## config.mk

```make
export PLATFORM = sky130hd
export DESIGN_NAME = pxs_top
export DESIGN_NICKNAME = d
export VERILOG_FILES = /design/src/verilog/pxs_pkg.sv /design/src/verilog/pxs_conv_rx.sv /design/src/verilog/pxs_top.sv
export SDC_FILE = /design/constraint.sdc
export NUM_CORES = 1
export LEC_CHECK = 0
export BUFFER_PORTS_ARGS = -buffer_cell sky130_fd_sc_hd__buf_2
export CORE_MARGIN = 10
export CORE_UTILIZATION = 60
export CTS_BUF_LIST = sky130_fd_sc_hd__clkbuf_4
export CTS_CLUSTER_SIZE = 20
export DETAILED_ROUTE_END_ITERATION = 6
export PLACE_DENSITY = 0.8
export RECOVER_POWER = 100
export SLEW_MARGIN = 20
export SYNTH_ARGS = -nofsm -noshare
export SYNTH_HDL_FRONTEND = slang
export SYNTH_SLANG_ARGS = --single-unit
```

## constraint.sdc

```tcl
create_clock -name sys_clk -period 8 [get_ports sys_clk]
set_clock_uncertainty 0.1 [all_clocks]
set_input_delay 0.8 -clock sys_clk [delete_from_list [all_inputs] [get_ports sys_clk]]
set_output_delay 0.8 -clock sys_clk [all_outputs]
set_load 0.01 [all_outputs]
```

## src/verilog/pxs_pkg.sv

```systemverilog
// Constants, field layouts and register offsets of the pulsed proximity sensor control block.
// Assumes a single 20 MHz system clock and an Avalon-MM master on the register side.
// What this block does
// - After reset the sensor stays in shutdown and measures only once power-on and init are 1 and standby is 0.
// - Each measurement becomes a 12-bit unsigned count that the host can read.
// - The emitter current setting has eight levels from 50 mA to 156 mA and is applied during each pulse.
// - The pulse width is the multiplier (1T to 8T) times the base unit T chosen by a separate field.
// - The integration setting offers exactly four base durations.
// - In self-timed mode one pulse and measurement repeat at the programmed period of 10 ms to 80 ms.
// - The written offset count is subtracted from every raw count and only the difference is shown.
// - The close event is raised only after the threshold is exceeded for one more than the programmed number of measurements in a row.
// - The interrupt output is driven when a proximity change meets the programmed conditions.
// - With force mode on, power-on and init at 1 and standby off, each write of 1 to the trigger runs exactly one measurement.
// - In force mode without a pending trigger only the register interface is active.
package pxs_pkg;
    localparam int CLK_HZ = 20_000_000;
    localparam int US_TICK_CYCLES = CLK_HZ / 1_000_000;
    localparam int DATA_W = 12;

    // Register byte offsets.
    localparam logic [4:0] OFS_CONF = 5'h00;
    localparam logic [4:0] OFS_MEAS = 5'h04;
    localparam logic [4:0] OFS_CONF3 = 5'h08;
    localparam logic [4:0] OFS_CANCEL = 5'h0c;
    localparam logic [4:0] OFS_THRESH = 5'h10;
    localparam logic [4:0] OFS_RESULT = 5'h14;
    localparam logic [4:0] OFS_STATUS = 5'h18;
    localparam logic [4:0] OFS_MASK = 5'h1c;

    // Field positions.
    localparam int BIT_POWER_ON = 0;
    localparam int BIT_INIT = 1;
    localparam int BIT_STANDBY = 2;
    localparam int LSB_MULT = 0;
    localparam int LSB_BASE = 4;
    localparam int LSB_PERIOD = 8;
    localparam int LSB_CURRENT = 12;
    localparam int BIT_FORCE = 0;
    localparam int BIT_TRIGGER = 1;
    localparam int LSB_PERSIST = 16;
    localparam int BIT_ST_DONE = 0;
    localparam int BIT_ST_CLOSE = 1;
    localparam int BIT_ST_AWAY = 2;

    // Values after reset.
    localparam logic [2:0] RST_CONF = 3'h4;
    localparam logic [14:0] RST_MEAS = 15'h0000;
    localparam logic [11:0] RST_THRESH = 12'hfff;

    // Timing in microseconds; the cycle counts follow from the tick divider.
    localparam int BASE_UNIT_US = 50;
    localparam int PERIOD_MIN_MS = 10;
    localparam int US_PER_MS = 1000;
    localparam logic [16:0] PERIOD_MIN_US = 17'(PERIOD_MIN_MS * US_PER_MS);
endpackage

```

## src/verilog/pxs_conv_rx.sv

```systemverilog
// Serial receiver for the converter result word, clocked by sys_clk.
// Assumes the converter shifts the word MSB first on rising edges of conv_clk, which may stop between words.
`timescale 1ns/1ps
module pxs_conv_rx
    import pxs_pkg::*;
(
    input wire logic sys_clk,
    input wire logic sys_rst,
    input wire logic enable,
    input wire logic conv_clk,
    input wire logic conv_data,
    output logic done,
    output logic [DATA_W-1:0] data
);
    logic [1:0] clk_sync_q;
    logic [1:0] dat_sync_q;
    logic clk_prev_q;
    logic [3:0] bit_cnt_q;
    logic [DATA_W-1:0] shift_q;
    logic done_q;
    wire rise = clk_sync_q[1] & ~clk_prev_q;
    wire last_bit = (bit_cnt_q == 4'(DATA_W - 1));

    // Two flops on each pin; only the second stage feeds the edge finder.
    always_ff @(posedge sys_clk) begin
        if (sys_rst) begin
            clk_sync_q <= 2'h0;
            dat_sync_q <= 2'h0;
            clk_prev_q <= 1'b0;
        end else begin
            clk_sync_q <= {clk_sync_q[0], conv_clk};
            dat_sync_q <= {dat_sync_q[0], conv_data};
            clk_prev_q <= clk_sync_q[1];
        end
    end

    // Shift on each link clock rise; the count restarts whenever the receiver is idle.
    always_ff @(posedge sys_clk) begin
        if (sys_rst || !enable) begin
            bit_cnt_q <= 4'h0;
            done_q <= 1'b0;
        end else begin
            done_q <= rise & last_bit;
            if (rise) begin
                bit_cnt_q <= last_bit ? 4'h0 : bit_cnt_q + 4'h1;
            end
        end
    end

    // The data register keeps the last word so a partial frame never shows.
    always_ff @(posedge sys_clk) begin
        if (sys_rst) begin
            shift_q <= '0;
            data <= '0;
        end else if (enable && rise) begin
            shift_q <= {shift_q[DATA_W-2:0], dat_sync_q[1]};
            if (last_bit) begin
                data <= {shift_q[DATA_W-2:0], dat_sync_q[1]};
            end
        end
    end

    assign done = done_q;
endmodule

```

## src/verilog/pxs_top.sv

```systemverilog
// Proximity sensor control: register file, measurement sequencer, offset cancel and persistence interrupt.
// Assumes an Avalon-MM master on sys_clk and an external converter that returns its word over a serial link.
`timescale 1ns/1ps
module pxs_top
    import pxs_pkg::*;
#(
    parameter int TICK_CYCLES = US_TICK_CYCLES
)
(
    input wire logic sys_clk,
    input wire logic sys_rst,
    input wire logic [4:0] avs_address,
    input wire logic avs_read,
    input wire logic avs_write,
    input wire logic [31:0] avs_writedata,
    input wire logic [3:0] avs_byteenable,
    output logic [31:0] avs_readdata,
    output logic avs_waitrequest,
    output logic avs_response_err,
    output logic irq,
    output logic int_pin_o,
    output logic int_pin_oe,
    output logic emitter_on,
    output logic [2:0] emitter_current,
    output logic conv_request,
    input wire logic conv_clk,
    input wire logic conv_data
);
    typedef enum logic [2:0] {
        PXS_IDLE,
        PXS_PULSE,
        PXS_CONVERT,
        PXS_EVAL,
        PXS_WAIT
    } pxs_state_t;

    pxs_state_t state_q;
    logic [2:0] conf_q;
    logic [14:0] meas_q;
    logic force_q;
    logic trig_q;
    logic [11:0] cancel_q;
    logic [11:0] thresh_q;
    logic [1:0] persist_q;
    logic [11:0] result_q;
    logic [2:0] status_q;
    logic [2:0] mask_q;
    logic ack_q;
    logic [31:0] rdata_q;
    logic [4:0] tick_div_q;
    logic [16:0] width_cnt_q;
    logic [16:0] period_cnt_q;
    logic [2:0] hits_q;
    logic close_q;
    logic emitter_q;
    logic [2:0] ev_set;
    logic [DATA_W-1:0] raw_word;
    logic raw_done;

    // Register access: the request is answered one cycle after it is seen, on the edge where waitrequest is low.
    wire req = avs_read | avs_write;
    wire wr_en = avs_write & ack_q;
    wire lane0 = avs_byteenable[0];
    wire lane1 = avs_byteenable[1];
    wire lane2 = avs_byteenable[2];
    wire known = (avs_address == OFS_CONF) || (avs_address == OFS_MEAS) || (avs_address == OFS_CONF3)
        || (avs_address == OFS_CANCEL) || (avs_address == OFS_THRESH) || (avs_address == OFS_RESULT)
        || (avs_address == OFS_STATUS) || (avs_address == OFS_MASK);
    wire wr_conf = wr_en && (avs_address == OFS_CONF) && lane0;
    wire wr_meas = wr_en && (avs_address == OFS_MEAS);
    wire wr_conf3 = wr_en && (avs_address == OFS_CONF3) && lane0;
    wire wr_cancel = wr_en && (avs_address == OFS_CANCEL);
    wire wr_thresh = wr_en && (avs_address == OFS_THRESH);
    wire wr_status = wr_en && (avs_address == OFS_STATUS) && lane0;
    wire wr_mask = wr_en && (avs_address == OFS_MASK) && lane0;

    // Read selection; unmapped addresses read as zero and flag an error response.
    wire [31:0] rd_mux = (avs_address == OFS_CONF) ? {29'h0, conf_q} :
        (avs_address == OFS_MEAS) ? {17'h0, meas_q} :
        (avs_address == OFS_CONF3) ? {30'h0, trig_q, force_q} :
        (avs_address == OFS_CANCEL) ? {20'h0, cancel_q} :
        (avs_address == OFS_THRESH) ? {14'h0, persist_q, 4'h0, thresh_q} :
        (avs_address == OFS_RESULT) ? {20'h0, result_q} :
        (avs_address == OFS_STATUS) ? {29'h0, status_q} :
        (avs_address == OFS_MASK) ? {29'h0, mask_q} : 32'h0;

    // Setting fields decoded from the measurement register.
    wire [2:0] mult_sel = meas_q[LSB_MULT +: 3];
    wire [1:0] base_sel = meas_q[LSB_BASE +: 2];
    wire [1:0] period_sel = meas_q[LSB_PERIOD +: 2];

    // Base unit T is 50, 100, 150 or 200 us, four durations in all.
    // The select is widened before the add so the top code gives 200 us instead of wrapping to zero.
    wire [16:0] base_us = 17'(BASE_UNIT_US) * ({15'h0, base_sel} + 17'h1);
    // Pulse width is T times a multiplier of one to eight.
    wire [16:0] width_us = 17'(base_us * {14'h0, mult_sel} + base_us);
    // Period is 10, 20, 40 or 80 ms.
    wire [16:0] period_us = PERIOD_MIN_US << period_sel;

    // Power state and the two ways a measurement may begin.
    wire active = conf_q[BIT_POWER_ON] & conf_q[BIT_INIT] & ~conf_q[BIT_STANDBY];
    wire start_timed = active & ~force_q;
    wire start_forced = active & force_q & trig_q;
    wire us_tick = (tick_div_q == 5'(TICK_CYCLES - 1));
    wire width_done = us_tick && (width_cnt_q >= width_us - 17'h1);
    wire period_done = us_tick && (period_cnt_q >= period_us - 17'h1);

    // Offset cancel saturates at zero so a small raw count never wraps to a large one.
    wire [11:0] cancelled = (raw_word > cancel_q) ? raw_word - cancel_q : 12'h0;
    wire above = cancelled > thresh_q;
    wire [2:0] hits_next = (hits_q == 3'h7) ? hits_q : hits_q + 3'h1;
    wire persist_met = above && ({1'b0, persist_q} <= hits_q);

    // Events of one evaluation cycle.
    assign ev_set[BIT_ST_DONE] = (state_q == PXS_EVAL);
    assign ev_set[BIT_ST_CLOSE] = (state_q == PXS_EVAL) && persist_met && !close_q;
    assign ev_set[BIT_ST_AWAY] = (state_q == PXS_EVAL) && !above && close_q;

    // Microsecond tick from the system clock; every timer below counts in these ticks.
    always_ff @(posedge sys_clk) begin
        if (sys_rst || us_tick) begin
            tick_div_q <= 5'h0;
        end else begin
            tick_div_q <= tick_div_q + 5'h1;
        end
    end

    // Bus handshake: one wait cycle, then the answer; read data are captured in the wait cycle.
    always_ff @(posedge sys_clk) begin
        if (sys_rst) begin
            ack_q <= 1'b0;
            rdata_q <= 32'h0;
        end else begin
            ack_q <= req & ~ack_q;
            if (req && !ack_q) begin
                rdata_q <= rd_mux;
            end
        end
    end

    // Configuration registers; standby is set after reset so the sensor starts in shutdown.
    always_ff @(posedge sys_clk) begin
        if (sys_rst) begin
            conf_q <= RST_CONF;
            meas_q <= RST_MEAS;
            force_q <= 1'b0;
            cancel_q <= 12'h0;
            thresh_q <= RST_THRESH;
            persist_q <= 2'h0;
            mask_q <= 3'h0;
        end else begin
            if (wr_conf) begin
                conf_q <= avs_writedata[2:0];
            end
            if (wr_meas && lane0) begin
                meas_q[7:0] <= avs_writedata[7:0];
            end
            if (wr_meas && lane1) begin
                meas_q[14:8] <= avs_writedata[14:8];
            end
            if (wr_conf3) begin
                force_q <= avs_writedata[BIT_FORCE];
            end
            if (wr_cancel && lane0) begin
                cancel_q[7:0] <= avs_writedata[7:0];
            end
            if (wr_cancel && lane1) begin
                cancel_q[11:8] <= avs_writedata[11:8];
            end
            if (wr_thresh && lane0) begin
                thresh_q[7:0] <= avs_writedata[7:0];
            end
            if (wr_thresh && lane1) begin
                thresh_q[11:8] <= avs_writedata[11:8];
            end
            if (wr_thresh && lane2) begin
                persist_q <= avs_writedata[LSB_PERSIST +: 2];
            end
            if (wr_mask) begin
                mask_q <= avs_writedata[2:0];
            end
        end
    end

    // The trigger clears itself at the end of a forced run; a new write of 1 in that cycle still wins.
    always_ff @(posedge sys_clk) begin
        if (sys_rst) begin
            trig_q <= 1'b0;
        end else if (wr_conf3 && avs_writedata[BIT_TRIGGER]) begin
            trig_q <= 1'b1;
        end else if (state_q == PXS_EVAL && force_q) begin
            trig_q <= 1'b0;
        end
    end

    // Sticky status: hardware setting wins over a write-one-to-clear in the same cycle.
    always_ff @(posedge sys_clk) begin
        if (sys_rst) begin
            status_q <= 3'h0;
        end else begin
            status_q <= (status_q & ~(wr_status ? avs_writedata[2:0] : 3'h0)) | ev_set;
        end
    end

    // Measurement sequencer.
    always_ff @(posedge sys_clk) begin
        if (sys_rst) begin
            state_q <= PXS_IDLE;
        end else begin
            unique case (state_q)
                PXS_IDLE: begin
                    if (start_timed || start_forced) begin
                        state_q <= PXS_PULSE;
                    end
                end
                PXS_PULSE: begin
                    if (width_done) begin
                        state_q <= PXS_CONVERT;
                    end
                end
                PXS_CONVERT: begin
                    if (raw_done) begin
                        state_q <= PXS_EVAL;
                    end
                end
                PXS_EVAL: begin
                    state_q <= force_q ? PXS_IDLE : PXS_WAIT;
                end
                PXS_WAIT: begin
                    if (!start_timed) begin
                        state_q <= PXS_IDLE;
                    end else if (period_done) begin
                        state_q <= PXS_PULSE;
                    end
                end
            endcase
        end
    end

    // Pulse width and period timers; the period runs from the start of each pulse.
    always_ff @(posedge sys_clk) begin
        if (sys_rst || state_q == PXS_IDLE) begin
            width_cnt_q <= 17'h0;
            period_cnt_q <= 17'h0;
        end else if (us_tick) begin
            width_cnt_q <= (state_q == PXS_PULSE) ? width_cnt_q + 17'h1 : 17'h0;
            period_cnt_q <= period_done ? 17'h0 : period_cnt_q + 17'h1;
        end
    end

    // Emitter drive is registered so it cannot glitch on state decoding.
    always_ff @(posedge sys_clk) begin
        if (sys_rst) begin
            emitter_q <= 1'b0;
        end else begin
            emitter_q <= (state_q == PXS_IDLE) ? (start_timed | start_forced) :
                (state_q == PXS_PULSE) ? !width_done :
                (state_q == PXS_WAIT) ? (start_timed & period_done) : 1'b0;
        end
    end

    // Result, persistence count and proximity state update once per measurement.
    always_ff @(posedge sys_clk) begin
        if (sys_rst) begin
            result_q <= 12'h0;
            hits_q <= 3'h0;
            close_q <= 1'b0;
        end else if (state_q == PXS_EVAL) begin
            result_q <= cancelled;
            hits_q <= above ? hits_next : 3'h0;
            if (ev_set[BIT_ST_CLOSE]) begin
                close_q <= 1'b1;
            end else if (ev_set[BIT_ST_AWAY]) begin
                close_q <= 1'b0;
            end
        end
    end

    // Converter word arrives over the sampled serial link.
    pxs_conv_rx u_rx (
        .sys_clk(sys_clk),
        .sys_rst(sys_rst),
        .enable(state_q == PXS_CONVERT),
        .conv_clk(conv_clk),
        .conv_data(conv_data),
        .done(raw_done),
        .data(raw_word)
    );

    // Outputs; the interrupt pin is open drain and only ever pulls low.
    assign avs_waitrequest = req & ~ack_q;
    assign avs_readdata = rdata_q;
    assign avs_response_err = ack_q & ~known;
    assign irq = |(status_q & mask_q);
    assign int_pin_o = 1'b0;
    assign int_pin_oe = irq;
    assign emitter_on = emitter_q;
    assign emitter_current = meas_q[LSB_CURRENT +: 3];
    assign conv_request = (state_q == PXS_CONVERT);
endmodule

```

## Word level (Yosys, flattened, before mapping)

Cells that the tools add are included.

| word-level totals | value |
|---|---|
| register bits after elaboration | 177 |
| bits of input ports | 47 |

| operators by class | value |
|---|---|
| add/subtract/negate cells | 10 |
| multipliers | 2 |
| magnitude comparators | 5 |
| eq/ne operators | 19 |
| shift operators | 1 |
| muxes and demuxes | 29 |
| bitwise logic cells | 22 |
| reduce and logical (&&, ||, !) cells | 54 |

Operators with widths:

| operator | number |
|---|---|
| two-way mux 18 bit | 5 |
| adder 17 x 1 -> 17 bit, second input constant | 2 |
| >= comparator 17 bit | 2 |
| two-way mux 17 bit | 2 |
| two-way mux 3 bit | 11 |
| logical AND 1 bit | 29 |
| == test 5 bit, second input constant | 5 |
| > comparator 12 bit | 2 |
| two-way mux 12 bit | 2 |
| left shift 14 x 2 -> 17 bit, first input constant | 1 |
| subtractor 17 x 1 -> 17 bit, second input constant | 1 |
| case mux 3 bit (5 select lines) | 1 |
| subtractor 13 x 1 -> 14 bit, second input constant | 1 |
| adder 12 x 9 -> 13 bit | 1 |
| subtractor 12 bit | 1 |
| AND 1 bit | 11 |
| logical OR 1 bit | 11 |
| multiplier 8 x 3 -> 11 bit | 1 |
| == test 5 x 4 -> 1 bit, second input constant | 2 |
| multiplier 5 x 3 -> 8 bit, first input constant | 1 |
| != test 2 bit, second input constant | 4 |
| two-way mux 1 bit | 7 |
| AND 3 bit | 2 |
| == test 3 x 2 -> 1 bit, second input constant | 2 |
| 22 further kinds | 35 |

## Logic depth before layout (Yosys ltp)

Gate-level depths: netlist (run 1).

| depth | value |
|---|---|
| word-level depth | 10 |
| gate-level depth with buffers | 26 |
| mapped depth without buffers | 26 |

## Cells and area by module

Synthesis (run 1) repeated with hierarchy kept, for this count alone.

| unflattened totals | value |
|---|---|
| cells, all modules | 1175 |
| area total of the unflattened synthesis | 9997.1 µm² |

Modules (own cells, without submodules):

| module | instances | cells an instance | area each (µm²) | sequential area each (µm²) |
|---|---|---|---|---|
| pxs_top | 1 | 1049 | 8708.4 | 2582.5 |
| pxs_conv_rx | 1 | 126 | 1288.7 | 660.6 |

## Worst setup path before layout (run 1)

OpenSTA, ideal clock, no wires.

| path | value |
|---|---|
| path kind | reg2reg |
| from | register meas_q[4] |
| to | register state_q[0] |
| library setup time | 0.086 ns |
| arrival | 5.359 ns |
| slack | 2.456 ns |
| cell stages (with the launch flop) | 24 |
| buffers on the path | 1 |
| cell sequence | dfxtp_1 inv_1 ha_1 xnor2_1 nand2_1 fa_1 inv_1 ha_1 a211oi_1 or4b_1 and3_1 buf_6 ha_1 or3_1 o21ai_0 o2111a_1 nor3_1 ha_1 nand2_1 nor2_1 a311oi_1 o211ai_1 mux2_2 a211oi_1 |

| on the way | value |
|---|---|
| longest elaborated chain between the ends | 9 |

Ends and longest elaborated chain:

| what | RTL line | RTL |
|---|---|---|
| start, declared | pxs_top.sv:39 | `logic [14:0] meas_q;` |
| start signal, assigned | pxs_top.sv:156 | `meas_q[7:0] <= avs_writedata[7:0];` |
| adder 2 x 1 -> 3 bit * | pxs_top.sv:94 | `wire [16:0] base_us = 17'(BASE_UNIT_US) * ({15'h0, base_sel} + 17'h1);` |
| multiplier 5 x 3 -> 8 bit * | pxs_top.sv:94 |  |
| multiplier 8 x 3 -> 11 bit | pxs_top.sv:96 | `wire [16:0] width_us = 17'(base_us * {14'h0, mult_sel} + base_us);` |
| adder 12 x 9 -> 13 bit * | pxs_top.sv:96 |  |
| subtractor 13 x 1 -> 14 bit * | pxs_top.sv:105 | `wire width_done = us_tick && (width_cnt_q >= width_us - 17'h1);` |
| >= comparator 17 bit * | pxs_top.sv:105 |  |
| logical AND 1 bit * | pxs_top.sv:105 |  |
| != test 2 bit (no line) * | n/a |  |
| AND reduction 4 bit (no line) * | n/a |  |
| end signal, assigned | pxs_top.sv:227 | `state_q <= force_q ? PXS_IDLE : PXS_WAIT;` |
| end, declared | pxs_top.sv:37 | `pxs_state_t state_q;` |

Mark *: on every way between the ends. The rest lies on a longest branch, timed or not.
A chain may end at the register's enable or synchronous reset.

## Worst setup path in the final report (run 1)

Ends and elaborated chain as after synthesis.

==> metrics.md, run 1 <==
| Metric | Value |
|---|---|
| Status | `finished, violations left` |
| Failing checks | `design-rule violations, max-capacitance violations, max-slew violations` |
| Clock Path Buffers | `2` |
| Simple-Gate Fraction of Synth Area | `0.199` |
| DR top layer | `met5` |
| Max-slew headroom | `-1.83` |
| CP Capture Type | `flip-flop` |
| Critical path's top delay family | `adder cells` |
| Critical path class | `flip-flop to flip-flop` |
| H-tree depth | `4` |
| Largest net degree at the start of global routing | `102` |
| Yosys warns | `0` |
| Post-CTS Resized | `0` |
| Met3 routed WL | `1130 µm` |
| DR iter-0 viols | `643` |
| Setup-failing EPs final | `0` |
| FMAX | `158 MHz` |
| Mean number of vias per cell | `5.75` |
| Synth cell count leaders | `163 x nor2_1, 162 x dfxtp_1, 98 x nand2_1` |
| Share of the synthesized area in the top cell type | `0.331` |
| Crit-path slowest cell | `dfxtp_1` |
| Area grow syn2layout | `5.87%` |
| Share of the yosys chip area belonging to registers | `0.331` |
| Fillers | `1354` |
| Largest family of logic cells by synthesized area | `simple AND/OR/NAND/NOR gates` |
| Total grt overflow | `0` |
| Post-synthesis adder-cell area fraction | `0.142` |
| Final nets | `1348` |
| PortBufs | `56` |
| Yosys reg bits | `162` |
| Most Frequent Cell on Critical Path | `ha_1` |
| Worst-skew pair later-pin latency | `0.58 ns` |
| Compound-Gate Fraction of Synth Area | `0.147` |
| Cells after DPL | `1393` |
| Routed WL | `22500 µm` |
| CTS clk-pin slew, worst paths | `0.14 ns` |
| Cell with the most instances after synthesis | `nor2_1` |
| Core Util, Final | `0.651` |
| CTS Sinks | `162` |
| Hpwl dp | `17000 µm` |
| Vias in the first global route | `7823` |
| Worst-Margin Slew | `4.25 ns` |
| Top_reg_cell synth | `dfxtp_1` |
| CP arrival | `6.70 ns` |
| Critical Path Source Type | `flip-flop` |
| WP buf/inv | `2` |
| Initial antenna violation count | `4` |
| Die Area | `21800 µm²` |
| Area leader, netlist | `dfxtp_1` |
| Tcrit/Tclk final | `0.789` |
| Initial core utilization | `0.615` |
| Syn_area_per_cell | `8.43 µm²` |
| WL met1 | `9870 µm` |
| First-pass GRT wire length | `37200 µm` |
| Met2 Routed Length | `11000 µm` |
| Pwr Density | `135 nW/µm²` |
| GRT Overall Usage | `0.203` |
| Worst min path class | `input port to flip-flop` |
| CP peak stage delay | `0.57 ns` |
| CTS tree | `done` |
| Layout cells sized above 1 | `0.0703` |
| Rows | `46` |
| Fin Setup TNS | `0 ns` |
| Clock buffer count from CTS | `17` |
| Die X-Extent | `148 µm` |
| Distinct cells, synth | `70` |
| Peak supply drop | `0.178 mV` |
| Async S/R FF share, synth | `0` |
| Final Hold Vio Count | `0` |
| Syn Inst Count | `1163` |
| TritonRoute pass-1 iters | `7` |
| WP data required | `8.39 ns` |
| Multi-input gate area in the final layout | `5940 µm²` |
| Post-DRT Antenna Nets | `0` |
| Fin crit period | `6.31 ns` |
| Fin cells | `1428` |
| Vias after detailed routing | `8206` |
| Setup Buffers After CTS | `0` |
| Crit-path cells | `inv_1 > ha_1 > xnor2_1 > nand2_1 > fa_1 > inv_1 > ha_1 > o21ai_0 > or4b_1 > and3_1 > ha_1 > or3_1 > o21ai_0 > nand4_1 > ha_1 > a21oi_1 > a21boi_0 > a311oi_1 > o211ai_1 > mux2_2 > a211oi_1` |
| Total of max-cap violations | `3` |
| Number of flops mapped to enable cells by yosys | `0` |
| RSZ-0062 raised after global routing | `false` |
| Die height | `148 µm` |
| Top Ports | `89` |
| Cts hold-fix bufs | `0` |
| Mux cell area share after synthesis | `0.0610` |
| Synth Area in XOR/XNOR | `0.0509` |
| Core area | `15900 µm²` |
| Mapped Area | `9800 µm²` |
| Wire per inst | `15.7 µm` |
| Total Power | `1.40 mW` |
| Max Transition Viols Final | `150` |
| Ranking of synthesized cells by area | `dfxtp_1 33%, ha_1 12%, nor2_1 6.2%, mux2i_1 5.4%, nand2_1 3.8%` |
| Reg area | `3240 µm²` |
| Routability Congestion | `0.890` |
| Static Leak | `4.22 nW` |
| CP Max Fanout | `9` |
| Root Driver | `clkbuf_4` |
| Remaining design rule violation count | `1` |
-- logic make-up after synthesis --
logic type,count (synthesis)
other,1
muxes,57
adders and majority gates,106
AOI/OAI and AO/OA,210
DFF,162
xor gates and xnor gates,57
buffers and inverters,152
and+or+nand+nor,418
-- worst paths after layout --
kind,start,endpoint,slack [ns],depth (start not counted)
worst max-delay path,meas_q[4],state_q[0],1.69,21
worst min-delay path,conv_data,u_rx.dat_sync_q[0],0.34,2
worst max register to register,meas_q[4],state_q[0],1.69,21
worst min register to register,u_rx.clk_sync_q[0],u_rx.clk_sync_q[1],0.35,1
-- cell type report --
class                   count  area share
repair buffers             60      0.0264
clock buffers              19      0.0137
clock inverters            13      0.0154
inverters                  91      0.0329
flip-flops and latches    162       0.313
diodes                      3    0.000723
well taps                 216      0.0260
multi-input cells         864       0.572
-- layout by cell type (no fill, tap or decap), drive strengths merged, types with 31 or more instances in the layout --
master and instances:
xor2 33, nand2 98, dfxtp 162, inv 92
buf 33, ha 96, mux2i 53, a21oi 58
clkbuf 46, o21ai 31, nor2 166, nand3 35
-- flip-flops by register name, indices dropped and copies added, names as in the netlist, 3 cells and up --
register / cells
meas_q: 15
conf_q: 3
u_rx.shift_q: 11
avs_readdata: 17
u_rx.bit_cnt_q: 4
mask_q: 3
result_q: 12
width_cnt_q: 17
hits_q: 3
tick_div_q: 5
thresh_q: 12
status_q: 3
period_cnt_q: 17
cancel_q: 12
u_rx.data: 12
state_q: 3
-- metal layers --
| layer | up-vias | global-route usage |
|---|---|---|
| met5 | - | 0 |
| met4 | 2 | 0.0699 |
| met3 | 39 | 0.0473 |
| met2 | 180 | 0.345 |
| met1 | 3882 | 0.246 |
| li1 | 4103 | - |
-- through the flow --
stage                     instance area [µm²]  worst slack (ns)  hold slack [ns]
after global routing                    10400              1.17            0.303
final                                   10400              1.69            0.336
after CTS                               10400              1.74            0.306
after global placement                  10100              1.96            0.320
after detailed placement                10100              1.76            0.329
after floorplan                          9860              2.46            0.314
-- power breakdown --
group	switching [mW]	internal, mW	total, mW	leakage (nW)
Combinational	0.0474	0.0204	0.0678	2.76
Clock	0.292	0.223	0.515	0.153
Sequential	0.00312	0.811	0.814	1.31
Total	0.343	1.05	1.40	4.22
Note: power is estimated with default switching activity, not from simulation.
==> inputs of run 2 (changes only) <==
Clock period 8 ns to 6 ns, I/O delays scaled along.
==> run 2 against run 1 <==
  * The run ends with max-capacitance violations, max-slew violations left
  * Die area did not move
  * Non-clock buffer count rose by 4
  * Utilization rose by 0.14 points
  * First-iteration DRC count fell by 22%
  * Worst hold slack got worse by 0.19 ns
  * Fmax rose by 12%
  * Largest cell class unchanged
  * Highest routed layer unchanged
==> metrics.md, run 2 (same netlist as run 1, synthesis figures left out) <==
| Metric | Value |
|---|---|
| Status | `finished, violations left` |
| Failing checks | `max-capacitance violations, max-slew violations` |
| Core area | `15900 µm² (unchanged)` |
| Critical Path Source Type | `flip-flop` |
| Static Leak | `4.22 nW (+0.10%)` |
| Critical Path Sink | `state_q[1]` |
| PortBufs | `56 (unchanged)` |
| Hpwl dp | `16600 µm (-2.1%)` |
| Max-slew headroom | `-1.86 (-0.0326)` |
| Worst Reg-to-Reg Cells | `24 (+14%)` |
| WP depth | `24 (+14%)` |
| Clock buffer count from CTS | `17 (unchanged)` |
| Sw Share | `0.264 (+0.0183)` |
| Top Ports | `89 (unchanged)` |
| Crit-path slowest cell | `fa_1` |
| Total grt overflow | `0 (unchanged)` |
| Fin Setup TNS | `0 ns (unchanged)` |
| Mean number of vias per cell | `5.72 (-0.46%)` |
| Die Area | `21800 µm² (unchanged)` |
| Clock power frac | `0.346 (-0.023)` |
| CP Max Fanout | `5 (-4)` |
| CP arrival | `5.93 ns (-0.77 ns)` |
| Reg-to-reg endpoint | `state_q[1]` |
| DR iter-0 viols | `504 (-22%)` |
| Max Transition Viols Final | `119 (-21%)` |
| Critical path class | `flip-flop to flip-flop` |
| Fillers | `1396 (+3.1%)` |
| Routed WL | `22200 µm (-1.3%)` |
| Root Driver | `clkbuf_4` |
| Die height | `148 µm (unchanged)` |
| Clock Path Buffers | `2 (unchanged)` |
| Vias after detailed routing | `8191 (-0.18%)` |
| Remaining design rule violation count | `0 (-1)` |
| Seq pwr share | `0.603 (+0.020)` |
| First-pass GRT wire length | `37200 µm (-0.15%)` |
| Place WS | `0.114 ns (-1.64 ns)` |
| Highest-count cells in the layout ignoring fill and taps | `163 x nor2_1, 161 x dfxtp_1, 98 x nand2_1, 92 x ha_1, 91 x inv_1` |
| Vias in the first global route | `7735 (-1.1%)` |
| Rows | `46 (unchanged)` |
| Post-DRT Antenna Nets | `0 (unchanged)` |
| Cts hold-fix bufs | `0 (unchanged)` |
| Wire per inst | `15.5 µm (-1.6%)` |
| FMAX | `178 MHz (+12%)` |
| Worst-Margin Slew | `4.30 ns (+0.0488 ns)` |
| CTS clk-pin slew, worst paths | `0.14 ns (about the same)` |
| WP buf/inv | `2 (unchanged)` |
| WP data required | `6.31 ns (-2.08 ns)` |
| CTS tree | `done` |
| CP startpoint | `meas_q[5]` |
| H-tree depth | `4 (unchanged)` |
| Total of max-cap violations | `3 (unchanged)` |
| Flop-to-flop setup slack | `0.38 ns (-1.31 ns)` |
| CTS Sinks | `162 (unchanged)` |
| Routability Congestion | `0.883 (-0.82%)` |
| CP peak stage delay | `0.44 ns (-0.13 ns)` |
| Most Frequent Cell on Critical Path | `ha_1` |
| Initial core utilization | `0.615 (unchanged)` |
| Setup-failing EPs final | `0 (unchanged)` |
| Comb pwr share | `0.050 (about the same)` |
| Commonest non-fill, non-tap cell in the layout | `nor2_1` |
| Tcrit/Tclk final | `0.937 (+0.148)` |
| Final nets | `1352 (+0.30%)` |
| WHS | `0.143 ns (-0.193 ns)` |
| Layout cells sized above 1 | `0.0800 (+0.00966)` |
| Initial antenna violation count | `4 (unchanged)` |
| Fin crit period | `5.62 ns (-0.689 ns)` |
| Largest net degree at the start of global routing | `102 (unchanged)` |
| Total Power | `1.80 mW (+29%)` |
| Final Hold Vio Count | `0 (unchanged)` |
| Switch Pwr | `0.475 mW (+38%)` |
| Area grow syn2layout | `6.10%` |
| GRT Overall Usage | `0.202 (-0.00126)` |
| Final WS setup | `0.377 ns (-1.31 ns)` |
| Worst Hold Launch | `conv_clk` |
| R2R Path Start | `meas_q[5]` |
| Peak supply drop | `0.210 mV (+18%)` |
| Worst min path class | `input port to flip-flop` |
| RSZ-0062 raised after global routing | `false` |
| Crit-path cells | `inv_1 > ha_2 > and2_1 > fa_1 > ha_1 > fa_1 > a21o_1 > a21oi_1 > xnor2_1 > ha_1 > inv_1 > ha_2 > o21ai_0 > a21oi_1 > o21ai_1 > maj3_2 > xor2_1 > ha_1 > nand2_1 > nor2_1 > a311oi_1 > o211ai_1 > nor2_1 > a2111oi_0` |
| Pwr Density | `173 nW/µm² (+29%)` |
| Die X-Extent | `148 µm (unchanged)` |
| Critical path's top delay family | `adder cells` |
| Worst-skew pair later-pin latency | `0.57 ns (about the same)` |
| Internal Power | `1.33 mW (+26%)` |
| CP Capture Type | `flip-flop` |
| TritonRoute pass-1 iters | `5 (-2)` |
run 2: changes by cell type in the layout (fill, tap and decap cells not counted), moves of 2 or more:
| cell | before | now |
|---|---|---|
| bufinv_16 | 3 | 1 |
| o21ai_1 | 1 | 3 |
| ha_2 | 0 | 3 |
| buf_4 | 3 | 7 |
| ha_1 | 96 | 92 |
| inv_6 | 1 | 3 |
| o21ai_0 | 30 | 28 |
run 2: area by class of cell:
type                    count  area, µm²  area share
multi-input cells         864       5970       0.574
flip-flops and latches    162       3240       0.312
inverters                  91        342      0.0328
repair buffers             64        304      0.0292
well taps                 216        270      0.0260
clock buffers              18        135      0.0130
clock inverters            14        131      0.0126
diodes                      3       7.51    0.000722
run 2: worst reg2reg max path, cell delays in order (launching register included):
cell and delay [ns]:
dfxtp_2 0.40, inv_1 0.06, ha_2 0.38, and2_1 0.18, fa_1 0.43, ha_1 0.25, fa_1 0.44, a21o_1 0.19
a21oi_1 0.18, xnor2_1 0.09, ha_1 0.27, inv_1 0.05, ha_2 0.35, o21ai_0 0.09, a21oi_1 0.16, o21ai_1 0.12
maj3_2 0.32, xor2_1 0.15, ha_1 0.28, nand2_1 0.06, nor2_1 0.15, a311oi_1 0.11, o211ai_1 0.26, nor2_1 0.08
a2111oi_0 0.32
run 2: through the flow:
step,util,area (µm²),std cells
CTS,0.652,10400,1428
global route,0.652,10400,1432
finish,0.652,10400,1432
detailed placement,0.635,10100,1396
floorplan,-,9860,1178
global placement,0.635,10100,1396
run 2: worst min-delay path by stage:
stage / end / slack (ns) / depth (start not counted)
after floorplan: u_rx.clk_sync_q[1] / 0.31 / 1
after global placement: u_rx.clk_sync_q[1] / 0.32 / 1
after detailed placement: u_rx.clk_sync_q[1] / 0.33 / 1
after CTS: u_rx.clk_sync_q[0] / 0.11 / 2
after global routing: u_rx.dat_sync_q[0] / 0.11 / 2
final: u_rx.clk_sync_q[0] / 0.14 / 2
run 2: repair_timing:
| action | 4_1_cts | 5_1_grt |
|---|---|---|
| endpoints found under the setup margin | 0 | 3 |
| setup buffers | 0 | 1 |
| resized for setup | 0 | 8 |
run 2: power groups by stage:
stage               clock network [mW]  logic, mW  registers, mW
floorplan                            0     0.0654           1.11
global placement                     0     0.0885           1.11
detailed placement                   0     0.0897           1.11
CTS                              0.636     0.0899           1.09
global route                     0.680      0.101           1.09
finish                           0.623     0.0907           1.09
run 2: per-layer routing:
layer | track usage | up-vias | routed length, µm
met2 | 0.341 | 190 | 10800
li1 | - | 4108 | -
met3 | 0.0409 | 35 | 1050
met5 | 0 | - | 12
met1 | 0.252 | 3856 | 9820
met4 | 0.0664 | 2 | 467
